$ cat config.mk
export PLATFORM = sky130hd
export DESIGN_NAME = pss_top
export DESIGN_NICKNAME = d
export VERILOG_FILES = /design/src/pss_pkg.sv /design/src/pss_tick_if.sv /design/src/pss_slot_mem.sv /design/src/pss_timebase.sv /design/src/pss_top.sv
export VERILOG_INCLUDE_DIRS = /design/src
export SDC_FILE = /design/constraint.sdc
export NUM_CORES = 1
export LEC_CHECK = 0
export ABC_CLOCK_PERIOD_IN_PS = 5460
export BUFFER_PORTS_ARGS = -buffer_cell sky130_fd_sc_hd__buf_4
export CAP_MARGIN = 20
export CORE_UTILIZATION = 60
export CTS_CLUSTER_SIZE = 10
export DETAILED_ROUTE_END_ITERATION = 8
export HOLD_SLACK_MARGIN = 0.08
export PLACE_DENSITY = 0.79
export SYNTH_ARGS = -nofsm -noshare
export SYNTH_HDL_FRONTEND = slang
export SYNTH_SLANG_ARGS = --single-unit
$ cat constraint.sdc
create_clock -name sys_clk_i -period 5.46 [get_ports sys_clk_i]
set_input_delay 0 -clock sys_clk_i [delete_from_list [all_inputs] [get_ports sys_clk_i]]
set_output_delay 0 -clock sys_clk_i [all_outputs]
set_load 0.05 [all_outputs]
$ cat src/pss_defines.svh
`ifndef PSS_DEFINES_SVH
`define PSS_DEFINES_SVH
// Timebase
`define PSS_CLK_MHZ 250
`define PSS_US_CYC (`PSS_CLK_MHZ * 1)
`define PSS_US_PER_MS 1000
// Slot delays, in units of 32 us
`define PSS_SLOT_UNIT_US 32
`define PSS_SLOT_DEF_US 128
`define PSS_SLOT_MIN_US 32
`define PSS_SLOT_MAX_US 8000
`define PSS_SLOT_DEF (`PSS_SLOT_DEF_US / `PSS_SLOT_UNIT_US)
`define PSS_SLOT_MIN (`PSS_SLOT_MIN_US / `PSS_SLOT_UNIT_US)
`define PSS_SLOT_MAX (`PSS_SLOT_MAX_US / `PSS_SLOT_UNIT_US)
// Wait step and alive window, in ms; reset release delay, in us
`define PSS_WAIT_TO_MS 500
`define PSS_WD_MIN_MS 110
`define PSS_WD_MAX_MS 2048
`define PSS_RST_US 16
// Register byte offsets
`define PSS_OFF_CTRL 8'h00
`define PSS_OFF_TIMER 8'h04
`define PSS_OFF_PTR 8'h08
`define PSS_OFF_STAY 8'h0C
`define PSS_OFF_GPI 8'h10
`define PSS_OFF_PDCFG 8'h14
`define PSS_OFF_WDOG 8'h18
`define PSS_OFF_STAT 8'h1C
`define PSS_OFF_MAP 8'h20
`define PSS_OFF_SUP 8'h24
// Control fields
`define PSS_C_SYS 0
`define PSS_C_PWR 1
`define PSS_C_THIRD 2
`define PSS_C_STBY 3
`define PSS_C_SHUT 4
`define PSS_C_DEF 5
`define PSS_C_RSTOPT 6
`define PSS_C_DEFER 7
`define PSS_C_TOEN 8
`define PSS_C_WMODE 9
`define PSS_C_OTP 10
`define PSS_C_FB2 11
`define PSS_C_WDPD 12
`define PSS_C_SCALE 16
// Status fields
`define PSS_S_WEVT 0
`define PSS_S_WTO 1
`define PSS_S_WDF 2
`define PSS_S_IRQ 3
// Slot map: bit 14 wait step, bit 15 powerdown-disable step
`define PSS_M_WAIT 14
`define PSS_M_PDDIS 15
// Reset values
`define PSS_CTRL_RST 19'h10027
`define PSS_PTR_RST 16'h1642
`endif

$ cat src/pss_pkg.sv
package pss_pkg;
   typedef enum logic [4:0] {
      ST_IDLE = 5'b00001,
      ST_READ = 5'b00010,
      ST_APPLY = 5'b00100,
      ST_WAITIN = 5'b01000,
      ST_DELAY = 5'b10000
   } pss_state_e;
   typedef logic [3:0] pss_slot_t;
   typedef logic [15:0] pss_mask_t;
endpackage

$ cat src/pss_tick_if.sv
`timescale 1ns/10ps
interface pss_tick_if;
   logic us_tick;
   logic ms_tick;
   modport src (output us_tick, output ms_tick);
   modport snk (input us_tick, input ms_tick);
endinterface

$ cat src/pss_slot_mem.sv
`timescale 1ns/10ps
module pss_slot_mem #(
   parameter int AW = 4,
   parameter int DW = 16
) (
   input wire logic sys_clk_i,
   input wire logic nrst_i,
   input wire logic we_i,
   input wire logic [AW-1:0] waddr_i,
   input wire logic [DW-1:0] wdata_i,
   input wire logic [AW-1:0] raddr_i,
   output logic [DW-1:0] rdata_o
);
   logic [DW-1:0] mem [2**AW];
   // Cleared at reset so every slot starts as a dummy slot
   always_ff @(posedge sys_clk_i) begin
      if (!nrst_i) begin
         for (int i = 0; i < 2**AW; i++) begin
            mem[i] <= '0;
         end
      end else if (we_i) begin
         mem[waddr_i] <= wdata_i;
      end
   end
   // Registered read: one cycle of latency
   always_ff @(posedge sys_clk_i) begin
      if (!nrst_i) begin
         rdata_o <= '0;
      end else begin
         rdata_o <= mem[raddr_i];
      end
   end
endmodule

$ cat src/pss_timebase.sv
`timescale 1ns/10ps
module pss_timebase #(
   parameter int US_CYC = 250,
   parameter int US_PER_MS = 1000
) (
   input wire logic sys_clk_i,
   input wire logic nrst_i,
   pss_tick_if.src tk
);
   logic [15:0] cyc_reg;
   logic [15:0] us_reg;
   // One shared timebase; every delay counts these enables
   always_ff @(posedge sys_clk_i) begin
      if (!nrst_i) begin
         cyc_reg <= 16'h0000;
         tk.us_tick <= 1'b0;
      end else if (cyc_reg == 16'(US_CYC - 1)) begin
         cyc_reg <= 16'h0000;
         tk.us_tick <= 1'b1;
      end else begin
         cyc_reg <= cyc_reg + 16'h0001;
         tk.us_tick <= 1'b0;
      end
   end
   // Millisecond enable from the microsecond enable
   always_ff @(posedge sys_clk_i) begin
      if (!nrst_i) begin
         us_reg <= 16'h0000;
         tk.ms_tick <= 1'b0;
      end else begin
         tk.ms_tick <= 1'b0;
         if (tk.us_tick) begin
            if (us_reg == 16'(US_PER_MS - 1)) begin
               us_reg <= 16'h0000;
               tk.ms_tick <= 1'b1;
            end else begin
               us_reg <= us_reg + 16'h0001;
            end
         end
      end
   end
endmodule

$ cat src/pss_top.sv
// Summary of operation
// Programmable delay between slots, 32us to 8ms
// Empty slot waits dummy delay, does nothing
// Reload both delays from OTP at startup
// Power-down reverses order; ready high, done event
// Stay-on supplies stay enabled, switch to B
// Pin-controlled regulators left untouched
// Third enable cleared: third domain only
// Second enable cleared: third then second
// System enable cleared: down to slot 0
// Standby stops at partial-down pointer
// Wake events accepted only in powerdown or reset mode
// Deferral holds interrupt until active mode
// Shutdown goes to slot 0, then reset
// Feature-disable applied down, released up
// Reset output asserted before power-down
// Wait step holds until input event
// Wait timeout 500ms: fault, go to reset
// Wait step as timer; skipped on shutdown
// Missed alive write: fault, go to reset
// Window 110ms min, 2.048s times 2^(scale-1)
// Valid write restarts; monitor stops powering down
// Keep-alive pin may trigger the watchdog
// Watchdog armed at second-domain end
// One slot per delay; one timebase
//
// Decided for this implementation: the address map and the AHB-Lite register port.
`timescale 1ns/10ps
`include "pss_defines.svh"
module pss_top #(
   parameter int US_CYC = `PSS_US_CYC,
   parameter int US_PER_MS = `PSS_US_PER_MS,
   parameter int WD_MAX_MS = `PSS_WD_MAX_MS,
   parameter int NSUP = 14
) (
   input wire logic sys_clk_i,
   input wire logic nrst_i,
   input wire logic hsel_i,
   input wire logic [31:0] haddr_i,
   input wire logic [1:0] htrans_i,
   input wire logic hwrite_i,
   input wire logic [2:0] hsize_i,
   input wire logic [31:0] hwdata_i,
   input wire logic hready_i,
   output logic hreadyout_o,
   output logic hresp_o,
   output logic [31:0] hrdata_o,
   input wire logic [7:0] otp_slot_delay_i,
   input wire logic [7:0] otp_dummy_delay_i,
   input wire logic wait_sync_input_i,
   input wire logic hw_keepalive_pin_i,
   input wire logic wake_event_i,
   input wire logic irq_event_i,
   input wire logic reset_event_i,
   output logic [NSUP-1:0] supply_en_o,
   output logic [NSUP-1:0] volt_alt_sel_o,
   output logic [7:0] pd_feature_dis_o,
   output logic ready_o,
   output logic sequence_done_event_o,
   output logic powerdown_mode_o,
   output logic reset_mode_o,
   output logic interrupt_out_n_o,
   output logic system_reset_out_n_o
);
   import pss_pkg::*;

   localparam int WAIT_TO = `PSS_WAIT_TO_MS;
   localparam int WD_MIN = `PSS_WD_MIN_MS;

   // Slot delay in us, clamped to the legal 32 us .. 8 ms range
   function automatic logic [17:0] delay_us(input logic [7:0] v);
      logic [7:0] c;
      c = v;
      if (c < 8'(`PSS_SLOT_MIN)) c = 8'(`PSS_SLOT_MIN);
      if (c > 8'(`PSS_SLOT_MAX)) c = 8'(`PSS_SLOT_MAX);
      return 18'(c) * 18'(`PSS_SLOT_UNIT_US);
   endfunction

   // Write strobe decode for the data phase
   function automatic logic wr_hit(input logic wr, input logic [7:0] a,
                                   input logic [7:0] off);
      return wr && (a == off);
   endfunction

   pss_tick_if tk();
   pss_timebase #(.US_CYC(US_CYC), .US_PER_MS(US_PER_MS)) u_tb (
      .sys_clk_i(sys_clk_i),
      .nrst_i(nrst_i),
      .tk(tk.src)
   );

   logic dp_wr_reg;
   logic [7:0] dp_addr_reg;
   logic [31:0] rdata_reg;
   logic [18:0] ctrl_reg;
   logic [15:0] timer_reg;
   logic [15:0] ptr_reg;
   logic [NSUP-1:0] stay_reg;
   logic [NSUP-1:0] gpi_reg;
   logic [15:0] pdcfg_reg;
   logic [3:0] stat_reg;
   pss_state_e st_reg;
   pss_slot_t pos_reg;
   pss_slot_t cur_reg;
   pss_slot_t tgt;
   pss_mask_t mask;
   logic up_reg;
   logic [17:0] dly_reg;
   logic [9:0] wt_ms_reg;
   logic forced_reg;
   logic pd_mode_reg;
   logic rst_mode_reg;
   logic ready_reg;
   logic done_reg;
   logic nres_reg;
   logic [7:0] rst_cnt_reg;
   logic rst_run_reg;
   logic irq_n_reg;
   logic wsi_d_reg;
   logic kp_d_reg;
   logic wd_on_reg;
   logic wd_first_reg;
   logic [17:0] wd_ms_reg;
   logic [17:0] wd_max;
   logic ap_valid;
   logic to_reset;
   logic wake_ok;
   logic active;
   logic wd_trig;
   logic wd_fault;
   logic wt_fault;
   logic dly_done;
   logic start_down;
   logic [2:0] scale;

   assign ap_valid = hsel_i & htrans_i[1] & hready_i;
   assign hreadyout_o = 1'b1;
   assign hresp_o = 1'b0;
   assign hrdata_o = rdata_reg;
   assign scale = ctrl_reg[`PSS_C_SCALE+:3];

   // Address phase capture; only byte offsets below 0x100 are mapped
   always_ff @(posedge sys_clk_i) begin
      if (!nrst_i) begin
         dp_wr_reg <= 1'b0;
         dp_addr_reg <= 8'h00;
      end else begin
         dp_wr_reg <= ap_valid & hwrite_i & (haddr_i[31:8] == 24'h000000);
         dp_addr_reg <= haddr_i[7:0];
      end
   end

   // Read data registered at the address phase; unmapped reads give zero
   always_ff @(posedge sys_clk_i) begin
      if (!nrst_i) begin
         rdata_reg <= 32'h00000000;
      end else if (ap_valid && !hwrite_i) begin
         rdata_reg <= 32'h00000000;
         if (haddr_i[31:8] == 24'h000000) begin
            unique case (haddr_i[7:0])
               `PSS_OFF_CTRL: rdata_reg <= 32'(ctrl_reg);
               `PSS_OFF_TIMER: rdata_reg <= 32'(timer_reg);
               `PSS_OFF_PTR: rdata_reg <= 32'(ptr_reg);
               `PSS_OFF_STAY: rdata_reg <= 32'(stay_reg);
               `PSS_OFF_GPI: rdata_reg <= 32'(gpi_reg);
               `PSS_OFF_PDCFG: rdata_reg <= 32'(pdcfg_reg);
               `PSS_OFF_STAT: rdata_reg <= {17'h00000, ready_reg, rst_mode_reg,
                                            pd_mode_reg, pos_reg, 4'h0, stat_reg};
               `PSS_OFF_SUP: rdata_reg <= {2'h0, volt_alt_sel_o, 2'h0, supply_en_o};
               default: rdata_reg <= 32'h00000000; // Watchdog bit reads zero R21
            endcase
         end
      end
   end

   // Wake accepted only once powerdown or reset mode is reached
   assign wake_ok = wake_event_i & (pd_mode_reg | rst_mode_reg);

   // Control register; a wake sets the system enable over a software write
   always_ff @(posedge sys_clk_i) begin
      if (!nrst_i) begin
         ctrl_reg <= `PSS_CTRL_RST;
      end else begin
         if (wr_hit(dp_wr_reg, dp_addr_reg, `PSS_OFF_CTRL)) ctrl_reg <= hwdata_i[18:0];
         if (wake_ok) begin
            ctrl_reg[`PSS_C_SYS] <= 1'b1;
            ctrl_reg[`PSS_C_SHUT] <= 1'b0;
         end
      end
   end

   // Configuration registers; delays reload from OTP at system power-up
   always_ff @(posedge sys_clk_i) begin
      if (!nrst_i) begin
         timer_reg <= {8'(`PSS_SLOT_DEF), 8'(`PSS_SLOT_DEF)};
         ptr_reg <= `PSS_PTR_RST;
         stay_reg <= '0;
         gpi_reg <= '0;
         pdcfg_reg <= 16'h0000;
      end else begin
         if (wr_hit(dp_wr_reg, dp_addr_reg, `PSS_OFF_TIMER)) timer_reg <= hwdata_i[15:0];
         if (wr_hit(dp_wr_reg, dp_addr_reg, `PSS_OFF_PTR)) ptr_reg <= hwdata_i[15:0];
         if (wr_hit(dp_wr_reg, dp_addr_reg, `PSS_OFF_STAY)) stay_reg <= hwdata_i[NSUP-1:0];
         if (wr_hit(dp_wr_reg, dp_addr_reg, `PSS_OFF_GPI)) gpi_reg <= hwdata_i[NSUP-1:0];
         if (wr_hit(dp_wr_reg, dp_addr_reg, `PSS_OFF_PDCFG)) pdcfg_reg <= hwdata_i[15:0];
         if (st_reg == ST_IDLE && pos_reg == 4'h0 && tgt != 4'h0 && ctrl_reg[`PSS_C_OTP])
            timer_reg <= {otp_dummy_delay_i, otp_slot_delay_i};
      end
   end

   pss_slot_mem #(.AW(4), .DW(16)) u_map (
      .sys_clk_i(sys_clk_i),
      .nrst_i(nrst_i),
      .we_i(wr_hit(dp_wr_reg, dp_addr_reg, `PSS_OFF_MAP)),
      .waddr_i(hwdata_i[19:16]),
      .wdata_i(hwdata_i[15:0]),
      .raddr_i(cur_reg),
      .rdata_o(mask)
   );

   // Target slot from the domain enables; shutdown and faults win
   assign to_reset = forced_reg | ctrl_reg[`PSS_C_SHUT];
   always_comb begin
      if (to_reset) tgt = 4'h0;
      else if (!ctrl_reg[`PSS_C_SYS]) tgt = ctrl_reg[`PSS_C_STBY] ? ptr_reg[15:12] : 4'h0;
      else if (!ctrl_reg[`PSS_C_PWR]) tgt = ptr_reg[3:0];
      else if (!ctrl_reg[`PSS_C_THIRD]) tgt = ptr_reg[7:4];
      else tgt = ptr_reg[11:8];
   end

   assign dly_done = tk.us_tick && dly_reg <= 18'h00001;
   assign start_down = st_reg == ST_IDLE && tgt < pos_reg;
   assign wt_fault = st_reg == ST_WAITIN && ctrl_reg[`PSS_C_TOEN]
                     && wt_ms_reg >= 10'(WAIT_TO);

   // Sequencer: one slot per delay interval, up or down
   always_ff @(posedge sys_clk_i) begin
      if (!nrst_i) begin
         st_reg <= ST_IDLE;
         pos_reg <= 4'h0;
         cur_reg <= 4'h0;
         up_reg <= 1'b1;
         dly_reg <= 18'h00000;
      end else begin
         unique case (st_reg)
            ST_IDLE: if (pos_reg != tgt) begin
               up_reg <= tgt > pos_reg;
               cur_reg <= (tgt > pos_reg) ? pos_reg + 4'h1 : pos_reg;
               st_reg <= ST_READ;
            end
            ST_READ: st_reg <= ST_APPLY;
            ST_APPLY: begin
               if (mask[`PSS_M_WAIT] && !to_reset) begin
                  if (ctrl_reg[`PSS_C_WMODE]) begin
                     dly_reg <= 18'(pdcfg_reg[15:8]) * 18'(US_PER_MS);
                     st_reg <= ST_DELAY;
                  end else begin
                     st_reg <= ST_WAITIN;
                  end
               end else begin
                  dly_reg <= (mask == 16'h0000) ? delay_us(timer_reg[15:8])
                                                : delay_us(timer_reg[7:0]);
                  st_reg <= ST_DELAY;
               end
            end
            ST_WAITIN: if (stat_reg[`PSS_S_WEVT] || wt_fault || to_reset) begin
               dly_reg <= delay_us(timer_reg[7:0]);
               st_reg <= ST_DELAY;
            end
            ST_DELAY: if (dly_done) begin
               if (up_reg) begin
                  pos_reg <= cur_reg;
                  st_reg <= ST_IDLE;
               end else begin
                  pos_reg <= (cur_reg == 4'h0) ? 4'h0 : cur_reg - 4'h1;
                  if (cur_reg == 4'h1 && tgt == 4'h0 && ctrl_reg[`PSS_C_DEF]) begin
                     cur_reg <= 4'h0;
                     st_reg <= ST_READ;
                  end else begin
                     st_reg <= ST_IDLE;
                  end
               end
            end else if (tk.us_tick) begin
               dly_reg <= dly_reg - 18'h00001;
            end
         endcase
      end
   end

   // Supply actions when a slot is applied; pin-controlled ones are skipped
   always_ff @(posedge sys_clk_i) begin
      if (!nrst_i) begin
         supply_en_o <= '0;
         volt_alt_sel_o <= '0;
         pd_feature_dis_o <= 8'h00;
      end else if (st_reg == ST_APPLY) begin
         for (int i = 0; i < NSUP; i++) begin
            if (mask[i] && !gpi_reg[i]) begin
               if (up_reg) begin
                  supply_en_o[i] <= 1'b1;
                  volt_alt_sel_o[i] <= 1'b0;
               end else if (stay_reg[i]) begin
                  volt_alt_sel_o[i] <= 1'b1;
               end else begin
                  supply_en_o[i] <= 1'b0;
               end
            end
         end
         if (mask[`PSS_M_PDDIS])
            pd_feature_dis_o <= up_reg ? 8'h00 : pdcfg_reg[7:0];
      end
   end

   // Wait step timeout counter in ms
   always_ff @(posedge sys_clk_i) begin
      if (!nrst_i || st_reg != ST_WAITIN) begin
         wt_ms_reg <= 10'h000;
      end else if (tk.ms_tick && wt_ms_reg != 10'h3FF) begin
         wt_ms_reg <= wt_ms_reg + 10'h001;
      end
   end

   // Ready, done pulse and mode flags
   always_ff @(posedge sys_clk_i) begin
      if (!nrst_i) begin
         ready_reg <= 1'b0;
         done_reg <= 1'b0;
         pd_mode_reg <= 1'b0;
         rst_mode_reg <= 1'b0;
      end else begin
         done_reg <= 1'b0;
         if (st_reg != ST_IDLE || pos_reg != tgt) begin
            ready_reg <= 1'b1;
            pd_mode_reg <= 1'b0;
            rst_mode_reg <= 1'b0;
         end else if (ready_reg) begin
            ready_reg <= 1'b0;
            done_reg <= 1'b1;
            rst_mode_reg <= to_reset;
            pd_mode_reg <= !to_reset && !ctrl_reg[`PSS_C_SYS];
         end
      end
   end

   // Active mode: idle at or above the second-domain end
   assign active = st_reg == ST_IDLE && ctrl_reg[`PSS_C_PWR] && pos_reg >= ptr_reg[7:4];

   // Alive window scaled x1..x64; zero disables the monitor
   assign wd_max = 18'(WD_MAX_MS) << (scale - 3'h1);
   assign wd_trig = (wr_hit(dp_wr_reg, dp_addr_reg, `PSS_OFF_WDOG) && hwdata_i[0])
                    || (ctrl_reg[`PSS_C_FB2] && hw_keepalive_pin_i && !kp_d_reg);
   assign wd_fault = wd_on_reg && scale != 3'h0 && wd_ms_reg >= wd_max;

   // Watchdog monitor
   always_ff @(posedge sys_clk_i) begin
      if (!nrst_i) begin
         wd_on_reg <= 1'b0;
         wd_first_reg <= 1'b0;
         wd_ms_reg <= 18'h00000;
         kp_d_reg <= 1'b0;
      end else begin
         kp_d_reg <= hw_keepalive_pin_i;
         if (st_reg == ST_DELAY && dly_done && up_reg && cur_reg == ptr_reg[7:4]) begin
            wd_on_reg <= 1'b1;
            wd_first_reg <= 1'b1;
            wd_ms_reg <= 18'h00000;
         end else if (wd_fault || (start_down && !ctrl_reg[`PSS_C_WDPD])) begin
            wd_on_reg <= 1'b0;
         end else if (wd_trig && (wd_first_reg || wd_ms_reg >= 18'(WD_MIN))) begin
            wd_ms_reg <= 18'h00000;
            wd_first_reg <= 1'b0;
         end else if (tk.ms_tick && wd_on_reg && scale != 3'h0) begin
            wd_ms_reg <= wd_ms_reg + 18'h00001;
         end
      end
   end

   // Sticky status; hardware set wins over a write-one clear
   always_ff @(posedge sys_clk_i) begin
      if (!nrst_i) begin
         stat_reg <= 4'h0;
         wsi_d_reg <= 1'b0;
         forced_reg <= 1'b0;
      end else begin
         wsi_d_reg <= wait_sync_input_i;
         if (wr_hit(dp_wr_reg, dp_addr_reg, `PSS_OFF_STAT)) stat_reg <= stat_reg & ~hwdata_i[3:0];
         if (wake_ok) forced_reg <= 1'b0;
         if (wait_sync_input_i && !wsi_d_reg) stat_reg[`PSS_S_WEVT] <= 1'b1;
         if (irq_event_i) stat_reg[`PSS_S_IRQ] <= 1'b1;
         if (wt_fault) begin
            stat_reg[`PSS_S_WTO] <= 1'b1;
            forced_reg <= 1'b1;
         end
         if (wd_fault) begin
            stat_reg[`PSS_S_WDF] <= 1'b1;
            forced_reg <= 1'b1;
         end
      end
   end

   // Interrupt output, held back outside active mode when deferral is set
   always_ff @(posedge sys_clk_i) begin
      if (!nrst_i) irq_n_reg <= 1'b1;
      else irq_n_reg <= !(stat_reg[`PSS_S_IRQ] && !(ctrl_reg[`PSS_C_DEFER] && !active));
   end

   // Reset output: low before power-down, timed release after a reset event on the next power-up
   always_ff @(posedge sys_clk_i) begin
      if (!nrst_i) begin
         nres_reg <= 1'b1;
         rst_run_reg <= 1'b0;
         rst_cnt_reg <= 8'h00;
      end else if (start_down && ctrl_reg[`PSS_C_RSTOPT]) begin
         nres_reg <= 1'b0;
         rst_run_reg <= 1'b0;
      end else if (!nres_reg && !rst_run_reg && up_reg && reset_event_i) begin
         rst_run_reg <= 1'b1;
         rst_cnt_reg <= 8'(`PSS_RST_US);
      end else if (rst_run_reg && tk.us_tick) begin
         if (rst_cnt_reg <= 8'h01) begin
            nres_reg <= 1'b1;
            rst_run_reg <= 1'b0;
         end else begin
            rst_cnt_reg <= rst_cnt_reg - 8'h01;
         end
      end
   end

   assign ready_o = ready_reg;
   assign sequence_done_event_o = done_reg;
   assign powerdown_mode_o = pd_mode_reg;
   assign reset_mode_o = rst_mode_reg;
   assign interrupt_out_n_o = irq_n_reg;
   assign system_reset_out_n_o = nres_reg;
endmodule

# ---- After elaboration in Yosys (flattened, before gate mapping)
# Memory sizes are Yosys's and may differ from the RTL's. A register that Yosys moved wholly into a read port is not among the register bits.
# Cells that the tools add are included.
dict set report totals {
  ff_bits 290
  ramBits 256
  inputBits 95
  out_inout_bits 76
  wordCells 473
  mem_count 1
}
# memory depth word_bits read_ports rd_clocked_by_memory_dff wr line_no
set memory_table {}
lappend memory_table {u_map.mem 16 16 1 1 16 pss_slot_mem.sv:14} ;# logic [DW-1:0] mem [2**AW];
dict set report op_classes {
  addsub 9
  n_mul 1
  order_cmp 13
  eq_ne 53
  shifts 1
  mux 140
  bitwise_logic 12
  n_reduce_logical 176
}
# cell count
set op_table {}
lappend op_table {{$pmux 30 s8} 1}
lappend op_table {{$mux 8} 18}
lappend op_table {{$mux 18} 7}
lappend op_table {{$reduce_and 3->1} 31}
lappend op_table {{$mux 1} 84}
lappend op_table {{$mux 16} 4}
lappend op_table {{$logic_and 1x1->1} 58}
lappend op_table {{$eq 8x5->1 const B} 7}
lappend op_table {{$mux 4} 14}
lappend op_table {{$pmux 18 s3} 1}
lappend op_table {{$reduce_bool 2->1} 27}
lappend op_table {{$add 16x1->16 const B} 2}
lappend op_table {{$eq 8x4->1 const B} 4}
lappend op_table {{$ne 2x1->1 const B} 16}
lappend op_table {{$mux 30} 1}
lappend op_table {{$logic_not 1->1} 27}
lappend op_table {{$mux 5} 5}
lappend op_table {{$pmux 5 s5} 1}
lappend op_table {{$gt 8x8->1 const B} 3}
lappend op_table {{$logic_not 24->1} 1}
lappend op_table {{$add 18x1->18 const B} 1}
lappend op_table {{$ge 18x18->1} 1}
lappend op_table {{$ge 18x7->1 const B} 1}
lappend op_table {{$le 18x1->1 const B} 1}
lappend op_table {{other kinds (49)} 89}

# ---- Logic depth before layout (Yosys ltp)
# Gate-level depths: netlist (run 1).
dict set report logic_depth {
  ltp_word 12
  mapped_depth 14
  ltp_nobuf 14
}

# ---- Cells and area by module
# From an unflattened synthesis (run 1), not the netlist that was laid out.
dict set report hier_totals {
  hier_cells 2747
  hier_area_um2 27880.5
}
# module instances cells_per_inst area_each_um2
set by_module_without_submodules {}
lappend by_module_without_submodules {pss_top 1 1723 14108.5}
lappend by_module_without_submodules {pss_slot_mem 1 857 12273.0}
lappend by_module_without_submodules {pss_timebase 1 167 1498.9}

# ---- Least setup slack after synthesis (run 1)
# Ideal clock, no wire load.
dict set report synth_path {
  kind {reg-to-reg}
  startpoint {register pdcfg_reg[9]}
  endpoint {register dly_reg[15]}
  setup_ns 0.120
  arrival_time_ns 3.957
  t_required_ns 5.340
  setup_slack_ns 1.383
  path_stages_with_launch 14
  n_path_buf 0
  path_cell_list {dfxtp_1 > inv_1 > fa_1 > fa_1 > fa_1 > fa_1 > inv_1 > ha_1 > nand3_1 > o2111ai_1 > o21ai_0 > and3_1 > o211a_1 > o31a_1}
}
dict set report synth_via {
  elab_chain_cells 4
}
# element line_no
set synth_lines {}
lappend synth_lines {{start, declared} pss_top.sv:100} ;# logic [15:0] pdcfg_reg;
lappend synth_lines {{start signal, assigned} pss_top.sv:205} ;# if (wr_hit(dp_wr_reg, dp_addr_reg, `PSS_OFF_PDCFG)) pdcfg_reg <= hwdata_i[15:0];
lappend synth_lines {{$mul 8x7->15} pss_top.sv:255} ;# dly_reg <= 18'(pdcfg_reg[15:8]) * 18'(US_PER_MS);
lappend synth_lines {{$mux 18} pss_top.sv:254} ;# if (ctrl_reg[`PSS_C_WMODE]) begin
lappend synth_lines {{$mux 18} pss_top.sv:253} ;# if (mask[`PSS_M_WAIT] && !to_reset) begin
lappend synth_lines {{$pmux 18 s3} pss_top.sv:245} ;# unique case (st_reg)
lappend synth_lines {{end signal, assigned} pss_top.sv:255}
lappend synth_lines {{end signal, assigned} pss_top.sv:261} ;# dly_reg <= (mask == 16'h0000) ? delay_us(timer_reg[15:8])
lappend synth_lines {{end signal, assigned} pss_top.sv:267} ;# dly_reg <= delay_us(timer_reg[7:0]);
lappend synth_lines {{end, declared} pss_top.sv:108} ;# logic [17:0] dly_reg;
# No other way between the ends. The select of a mux whose other input is x is not followed.
# A chain may end at the register's enable or synchronous reset.

# ---- Final worst setup path (run 1)
# Ends and elaborated chain as after synthesis.

==> summary.md, run 1 <==
| Metric | Value |
|---|---|
| Outcome | `finished, final reports clean` |
| Tightest Pin Transition | `1.11 ns` |
| Setup crit end kind | `flop` |
| Site Rows | `77` |
| Clock latency on the worst-skew pair | `0.60 ns` |
| WL final | `75200 um` |
| Die Ht | `214 um` |
| IO Pins | `171` |
| Cells after Synth | `2533` |
| Final setup vio count | `0` |
| Max Fclk | `0.223 GHz` |
| # nets final | `2880` |
| Post-route design area | `0.0312 mm2` |
| Pre-CTS setup slack | `0.974 ns` |
| Total gr overflow | `0` |
| Root Buffer | `clkbuf_16` |
| GRT Util Overall | `32.8%` |
| Initial Utilization | `61.1%` |
| Worst vdd ir | `0.241 mV` |
| Kind of critical path | `reg -> reg` |
| Register area share after synthesis | `50.9%` |
| Period utilization | `82.0%` |
| Core area | `0.0443 mm2` |
| Commonest cells after routing, fill and taps aside | `dfxtp_1, and2_1, edfxtp_1` |
| Die area | `0.0460 mm2` |
| Switching Fraction | `22.2%` |
| Metal-1 WL | `30400 um` |
| Setup TNS | `0 ns` |
| Final worst slack | `0.981 ns` |
| Clock transition at the registers of the reported paths | `0.05 ns` |
| Initial DRT Pass Iterations | `6` |
| Mapped Area | `0.0271 mm2` |
| Iter 0 DRT Violations | `2590` |
| Fillers | `3116` |
| Largest net degree at the start of global routing | `81` |
| Metal3 WL | `8390 um` |
| Startpoint class of the critical path | `flop` |
| Antenna cell count | `0` |
| Yosys warns | `0` |
| Combinational share of power | `5.9%` |
| Max-cap violations | `0` |
| Slew headroom | `25.6%` |
| HPWL after detailed placement | `49900 um` |
| Routed Antenna Nets | `0` |
| RSZ-0062 raised after global routing | `false` |
| Sink Count | `560` |
| Clock share of power | `44.3%` |
| Register Area | `0.0138 mm2` |
| Seq pwr share | `49.9%` |
| Time the worst path needs with I/O delays and setup | `4.48 ns` |
| Max-slew violations | `0` |
| Critical Path AT | `4.96 ns` |
| Final GP Congestion | `0.951` |
| Post-DP Area | `0.0285 mm2` |
| Layout area overhead | `15.4%` |
| First-pass GRT wire length | `116000 um` |
| Max reg flops | `256` |
| CTS tree | `built` |
| Sw power | `0.00201 W` |
| Routed wl met2 | `33900 um` |
| CTS Buf Count | `67` |
| Share of cells above drive strength 1 | `13.6%` |
| LEAKAGE | `12.0 nW` |
| Via count of the routed design | `21.0k` |
| Final Skew | `0.0367 ns` |
| PortBufs | `150` |
| Yosys reg bits | `560` |
| # DRC | `0` |
| Ys flop type | `dfxtp_1` |
| Final hold violations | `0` |
| WP data required | `5.94 ns` |
| H-tree depth | `3` |
| Ys async rst share | `0%` |
| Synth Area per Inst | `10.7 um2` |
| Critical path peak fanout | `8` |
| Post-CTS Resized | `0` |
| Commonest non-fill, non-tap cell in the layout | `dfxtp_1` |
| Routed length per instance | `22.7 um` |
| Final Util | `70.5%` |
| Vias in the first global route | `20.5k` |
| Post-synth EDFFs | `256` |
| Top sig layer | `met5` |
| Hold WS | `0.189 ns` |
| Multi-input logic area | `0.0124 mm2` |
| Vias per inst | `6.33` |
| Worst hold path class | `in -> reg` |
| Initial antenna violation count | `3` |
| Total power density per cell area | `289 mW/mm2` |
| CTS Buffer Depth | `3` |
| Netlist cell types | `78` |
| Internal power | `0.00702 W` |
| Die Wd | `214 um` |
-- synthesized netlist by cell type (54+ instances only) --
library cell / count / share of area (%)
dfxtp_1: 304 / 22
and2_1: 290 / 6.7
edfxtp_1: 256 / 28
nor2_1: 226 / 3.1
nand2_1: 196 / 2.7
clkbuf_1: 145 / 2.0
a21oi_1: 130 / 2.4
mux4_2: 80 / 6.7
a22oi_1: 79 / 2.2
inv_1: 78 / 1.1
mux2i_1: 74 / 2.7
o21ai_0: 70 / 1.3
ha_1: 66 / 3.1
nand3_1: 54 / 1.0
-- layer usage --
metal  vias to the layer above  track usage, %
li1                       9435               -
met1                     10200            44.8
met2                      1145            51.5
met3                       181            7.09
met4                         4            12.2
met5                         -               0
-- power groups by stage --
stage / registers (W) / clock network [W] / logic [W]
after floorplan: 0.00456 / 0 / 0.000313
after global placement: 0.00459 / 0 / 0.000471
after detailed placement: 0.00459 / 0 / 0.000480
after CTS: 0.00451 / 0.00401 / 0.000516
after global routing: 0.00451 / 0.00418 / 0.000557
final: 0.00450 / 0.00400 / 0.000530
-- timing repair --
action                    CTS  global route
setup buffers               0             0
hold endpoints to repair  395             0
hold buffers               75             0
-- final cells by class --
cell class,instances,share of cell area [%]
flip-flops and latches,560,44.1
multi-input cells,1730,39.6
clock inverters,2,0.0761
clock buffers,90,5.98
repair buffers,260,6.95
inverters,79,0.957
well taps,592,2.37
-- metrics by stage --
| stage | total power (W) | cells |
|---|---|---|
| 3_5_place_dp | 0.00507 | 3144 |
| 6_report | 0.00903 | 3313 |
| 4_1_cts | 0.00903 | 3311 |
| 2_1_floorplan | 0.00487 | 2535 |
| 5_1_grt | 0.00925 | 3313 |
| 3_3_place_gp | 0.00506 | 3143 |
-- worst max-delay path: stages, from the launching register on --
cell	delay (ns)
dfxtp_1	0.54
inv_1	0.12
fa_1	0.58
fa_1	0.45
fa_1	0.50
fa_1	0.51
inv_1	0.04
ha_1	0.37
nand3_1	0.13
o2111ai_1	0.29
o21ai_0	0.20
and3_1	0.21
o211a_1	0.20
o31a_1	0.23
-- final timing paths --
| path | end | start | slack [ns] | cells past startpoint |
|---|---|---|---|---|
| worst max register to register | dly_reg[15] | pdcfg_reg[9] | 0.98 | 13 |
| worst max-delay path | dly_reg[15] | pdcfg_reg[9] | 0.98 | 13 |
| worst min-delay path | hrdata_o[17] | haddr_i[19] | 0.19 | 7 |
| worst min register to register | ctrl_reg[15] | ctrl_reg[15] | 0.46 | 2 |
-- cell families (layout without fill, tap and decap cells) --
group | count (synthesis) | count (layout) | synth area share, %
compound gates | 396 | 396 | 9.39
xor+xnor | 61 | 61 | 1.97
fa+ha+maj | 87 | 87 | 4.61
buf+inv | 245 | 431 | 3.53
flops | 560 | 560 | 50.9
mux | 160 | 160 | 9.64
other cells | 2 | 4 | 0.0278
simple gates | 1022 | 1022 | 19.9
Power figures use the tool's default switching activity.
==> run 2: changes to the inputs <==
ABC_CLOCK_PERIOD_IN_PS = 4300   (was 5460)
clock period = 4.3 ns   (was 5.46 ns; I/O delays follow)
==> run 2 against run 1 <==
Power is 27% higher. Worst setup slack worse by 0.82 ns. Cell area is 0.15% higher. Global-route usage is 0.73 points higher. First-iteration DRC count is 5.6% lower. Non-clock buffer count is 8 higher. Highest routed layer unchanged. Sequential power is 27% higher. Critical path depth is 2 higher.
==> summary.md, run 2 (synthesis gave the netlist of run 1 again) <==
| Metric | Value |
|---|---|
| Worst vdd ir | `0.296 mV (was 0.241 mV)` |
| Outcome | `finished, final reports clean (unchanged)` |
| HP Start | `haddr_i[19] (unchanged)` |
| Total Power | `0.0114 W (was 0.00903 W)` |
| Max Fclk | `0.242 GHz (was 0.223 GHz)` |
| Commonest cells after routing, fill and taps aside | `dfxtp_1, and2_1, edfxtp_1 (unchanged)` |
| CTS Buf Count | `67 (unchanged)` |
| Die area | `0.0460 mm2 (unchanged)` |
| Placed insts | `3157 (was 3144)` |
| Hold EP | `hrdata_o[17] (unchanged)` |
| Max-cap violations | `0 (unchanged)` |
| Sink Count | `560 (unchanged)` |
| CTS Buffer Depth | `3 (unchanged)` |
| First-pass GRT wire length | `118000 um (was 116000 um)` |
| Critical Path AT | `4.61 ns (was 4.96 ns)` |
| Tightest Pin Transition | `1.13 ns (was 1.11 ns)` |
| Setup TNS | `0 ns (unchanged)` |
| LEAKAGE | `12.0 nW (about the same)` |
| Worst hold path class | `in -> reg (unchanged)` |
| Pre-CTS setup slack | `0.0143 ns (was 0.974 ns)` |
| PortBufs | `150 (unchanged)` |
| HPWL after detailed placement | `50700 um (was 49900 um)` |
| Root Buffer | `clkbuf_16 (unchanged)` |
| Most Crowded Layer GR | `met2 (unchanged)` |
| Clock latency on the worst-skew pair | `0.60 ns (about the same)` |
| CTS tree | `built (unchanged)` |
| Slew headroom | `24.5% (was 25.6%)` |
| Worst hold stages | `7 (unchanged)` |
| Flop2flop setup slack | `0.16 ns (was 0.98 ns)` |
| Initial antenna violation count | `3 (unchanged)` |
| GRT met3 Usage | `8.71% (was 7.09%)` |
| WL final | `76800 um (was 75200 um)` |
| Initial DRT Pass Iterations | `6 (unchanged)` |
| GR Util met2 | `50.8% (was 51.5%)` |
| Routed length per instance | `23.1 um (was 22.7 um)` |
| Max reg flops | `256 (unchanged)` |
| Final setup vio count | `0 (unchanged)` |
| # DRC | `0 (unchanged)` |
| H-tree depth | `3 (unchanged)` |
| Die Ht | `214 um (unchanged)` |
| GRT Util Overall | `33.5% (was 32.8%)` |
| RR Startpoint | `pdcfg_reg[10] (was pdcfg_reg[9])` |
| Die Wd | `214 um (unchanged)` |
| # nets final | `2888 (was 2880)` |
| R2R Path End | `dly_reg[15] (unchanged)` |
| Share of cells above drive strength 1 | `14.3% (was 13.6%)` |
| Total power density per cell area | `366 mW/mm2 (was 289 mW/mm2)` |
| Met1 usage | `45.2% (was 44.8%)` |
| Total gr overflow | `0 (unchanged)` |
| Site Rows | `77 (unchanged)` |
| Time the worst path needs with I/O delays and setup | `4.14 ns (was 4.48 ns)` |
| IO Pins | `171 (unchanged)` |
| Layout area overhead | `15.6% (was 15.4%)` |
| Commonest non-fill, non-tap cell in the layout | `dfxtp_1 (unchanged)` |
| Critical path peak fanout | `6 (was 8)` |
| Largest net degree at the start of global routing | `90 (was 81)` |
| Core area | `0.0443 mm2 (unchanged)` |
| Routed Antenna Nets | `0 (unchanged)` |
| Iter 0 DRT Violations | `2445 (was 2590)` |
| Via count of the routed design | `21.1k (was 21.0k)` |
| WP data required | `4.77 ns (was 5.94 ns)` |
| Setup crit end kind | `flop (unchanged)` |
| Vias in the first global route | `20.9k (was 20.5k)` |
| Post-Layout Cell Count | `3326 (was 3313)` |
| Kind of critical path | `reg -> reg (unchanged)` |
| Clock transition at the registers of the reported paths | `0.05 ns (about the same)` |
| Max-slew violations | `0 (unchanged)` |
| Startpoint class of the critical path | `flop (unchanged)` |
| Vias per inst | `6.35 (was 6.33)` |
| Period utilization | `96.3% (was 82.0%)` |
| Final worst slack | `0.161 ns (was 0.981 ns)` |
| Final hold violations | `0 (unchanged)` |
| Path depth of the worst reg2reg path | `15 (was 13)` |
| Final GP Congestion | `0.972 (was 0.951)` |
| Final Skew | `0.0284 ns (was 0.0367 ns)` |
| Initial Utilization | `61.1% (unchanged)` |
==> run 2: critical path, stage by stage, from the launching register on <==
cell and delay [ns]:
dfxtp_1 0.32, buf_4 0.16, fa_1 0.55, xor2_2 0.18, ha_1 0.25, inv_1 0.08, fa_1 0.44, fa_1 0.52
inv_1 0.04, ha_1 0.35, nand3_1 0.14, o2111ai_2 0.24, o21ai_1 0.12, and3_1 0.18, o211a_1 0.20, o31a_1 0.24
==> run 2: power by group <==
group / internal [W] / total, W / switching [W]
Sequential: 0.00565 / 0.00571 / 0.0000637
Combinational: 0.000275 / 0.000682 / 0.000407
Clock: 0.00291 / 0.00505 / 0.00213
Total: 0.00884 / 0.0114 / 0.00260
==> run 2: stage by stage <==
stage / hold WS [ns] / area (um2) / util (%)
detailed placement: 0.224 / 28700 / 64.7
CTS: 0.137 / 31200 / 70.5
global placement: 0.218 / 28600 / 64.6
finish: 0.148 / 31300 / 70.6
global route: 0.183 / 31300 / 70.6
floorplan: 0.117 / 27100 / -
==> run 2: routing by layer <==
metal	vias up	wire [um]
met5	-	13
li1	9450	-
met2	1228	33700
met3	193	9100
met4	2	3340
met1	10300	30700
==> run 2: worst max-delay path by stage <==
stage                   from           to  slack, ns  depth (start not counted)
6_report       pdcfg_reg[10]  dly_reg[15]       0.16                         15
3_5_place_dp    pdcfg_reg[9]  dly_reg[15]       0.01                         13
3_3_place_gp    pdcfg_reg[9]  dly_reg[15]       0.10                         13
2_1_floorplan   pdcfg_reg[9]  dly_reg[15]       0.22                         13
5_1_grt        pdcfg_reg[10]  dly_reg[15]     -0.003                         15
4_1_cts         pdcfg_reg[9]  dly_reg[15]       0.04                         13
==> run 2: timing repair <==
action	4_1_cts	5_1_grt
setup buffers	0	1
hold buffers	69	0
resized for setup	1	7
pin swaps	0	1
hold endpoints to repair	417	0
setup endpoints to repair	1	4
==> run 2: area by class of cell <==
class	instances	area [um2]
flip-flops and latches	560	13800
fillers	3074	13000
multi-input cells	1730	12400
repair buffers	268	2200
clock buffers	89	1800
well taps	592	741
inverters	79	299
clock inverters	7	76.3
diodes	1	2.50
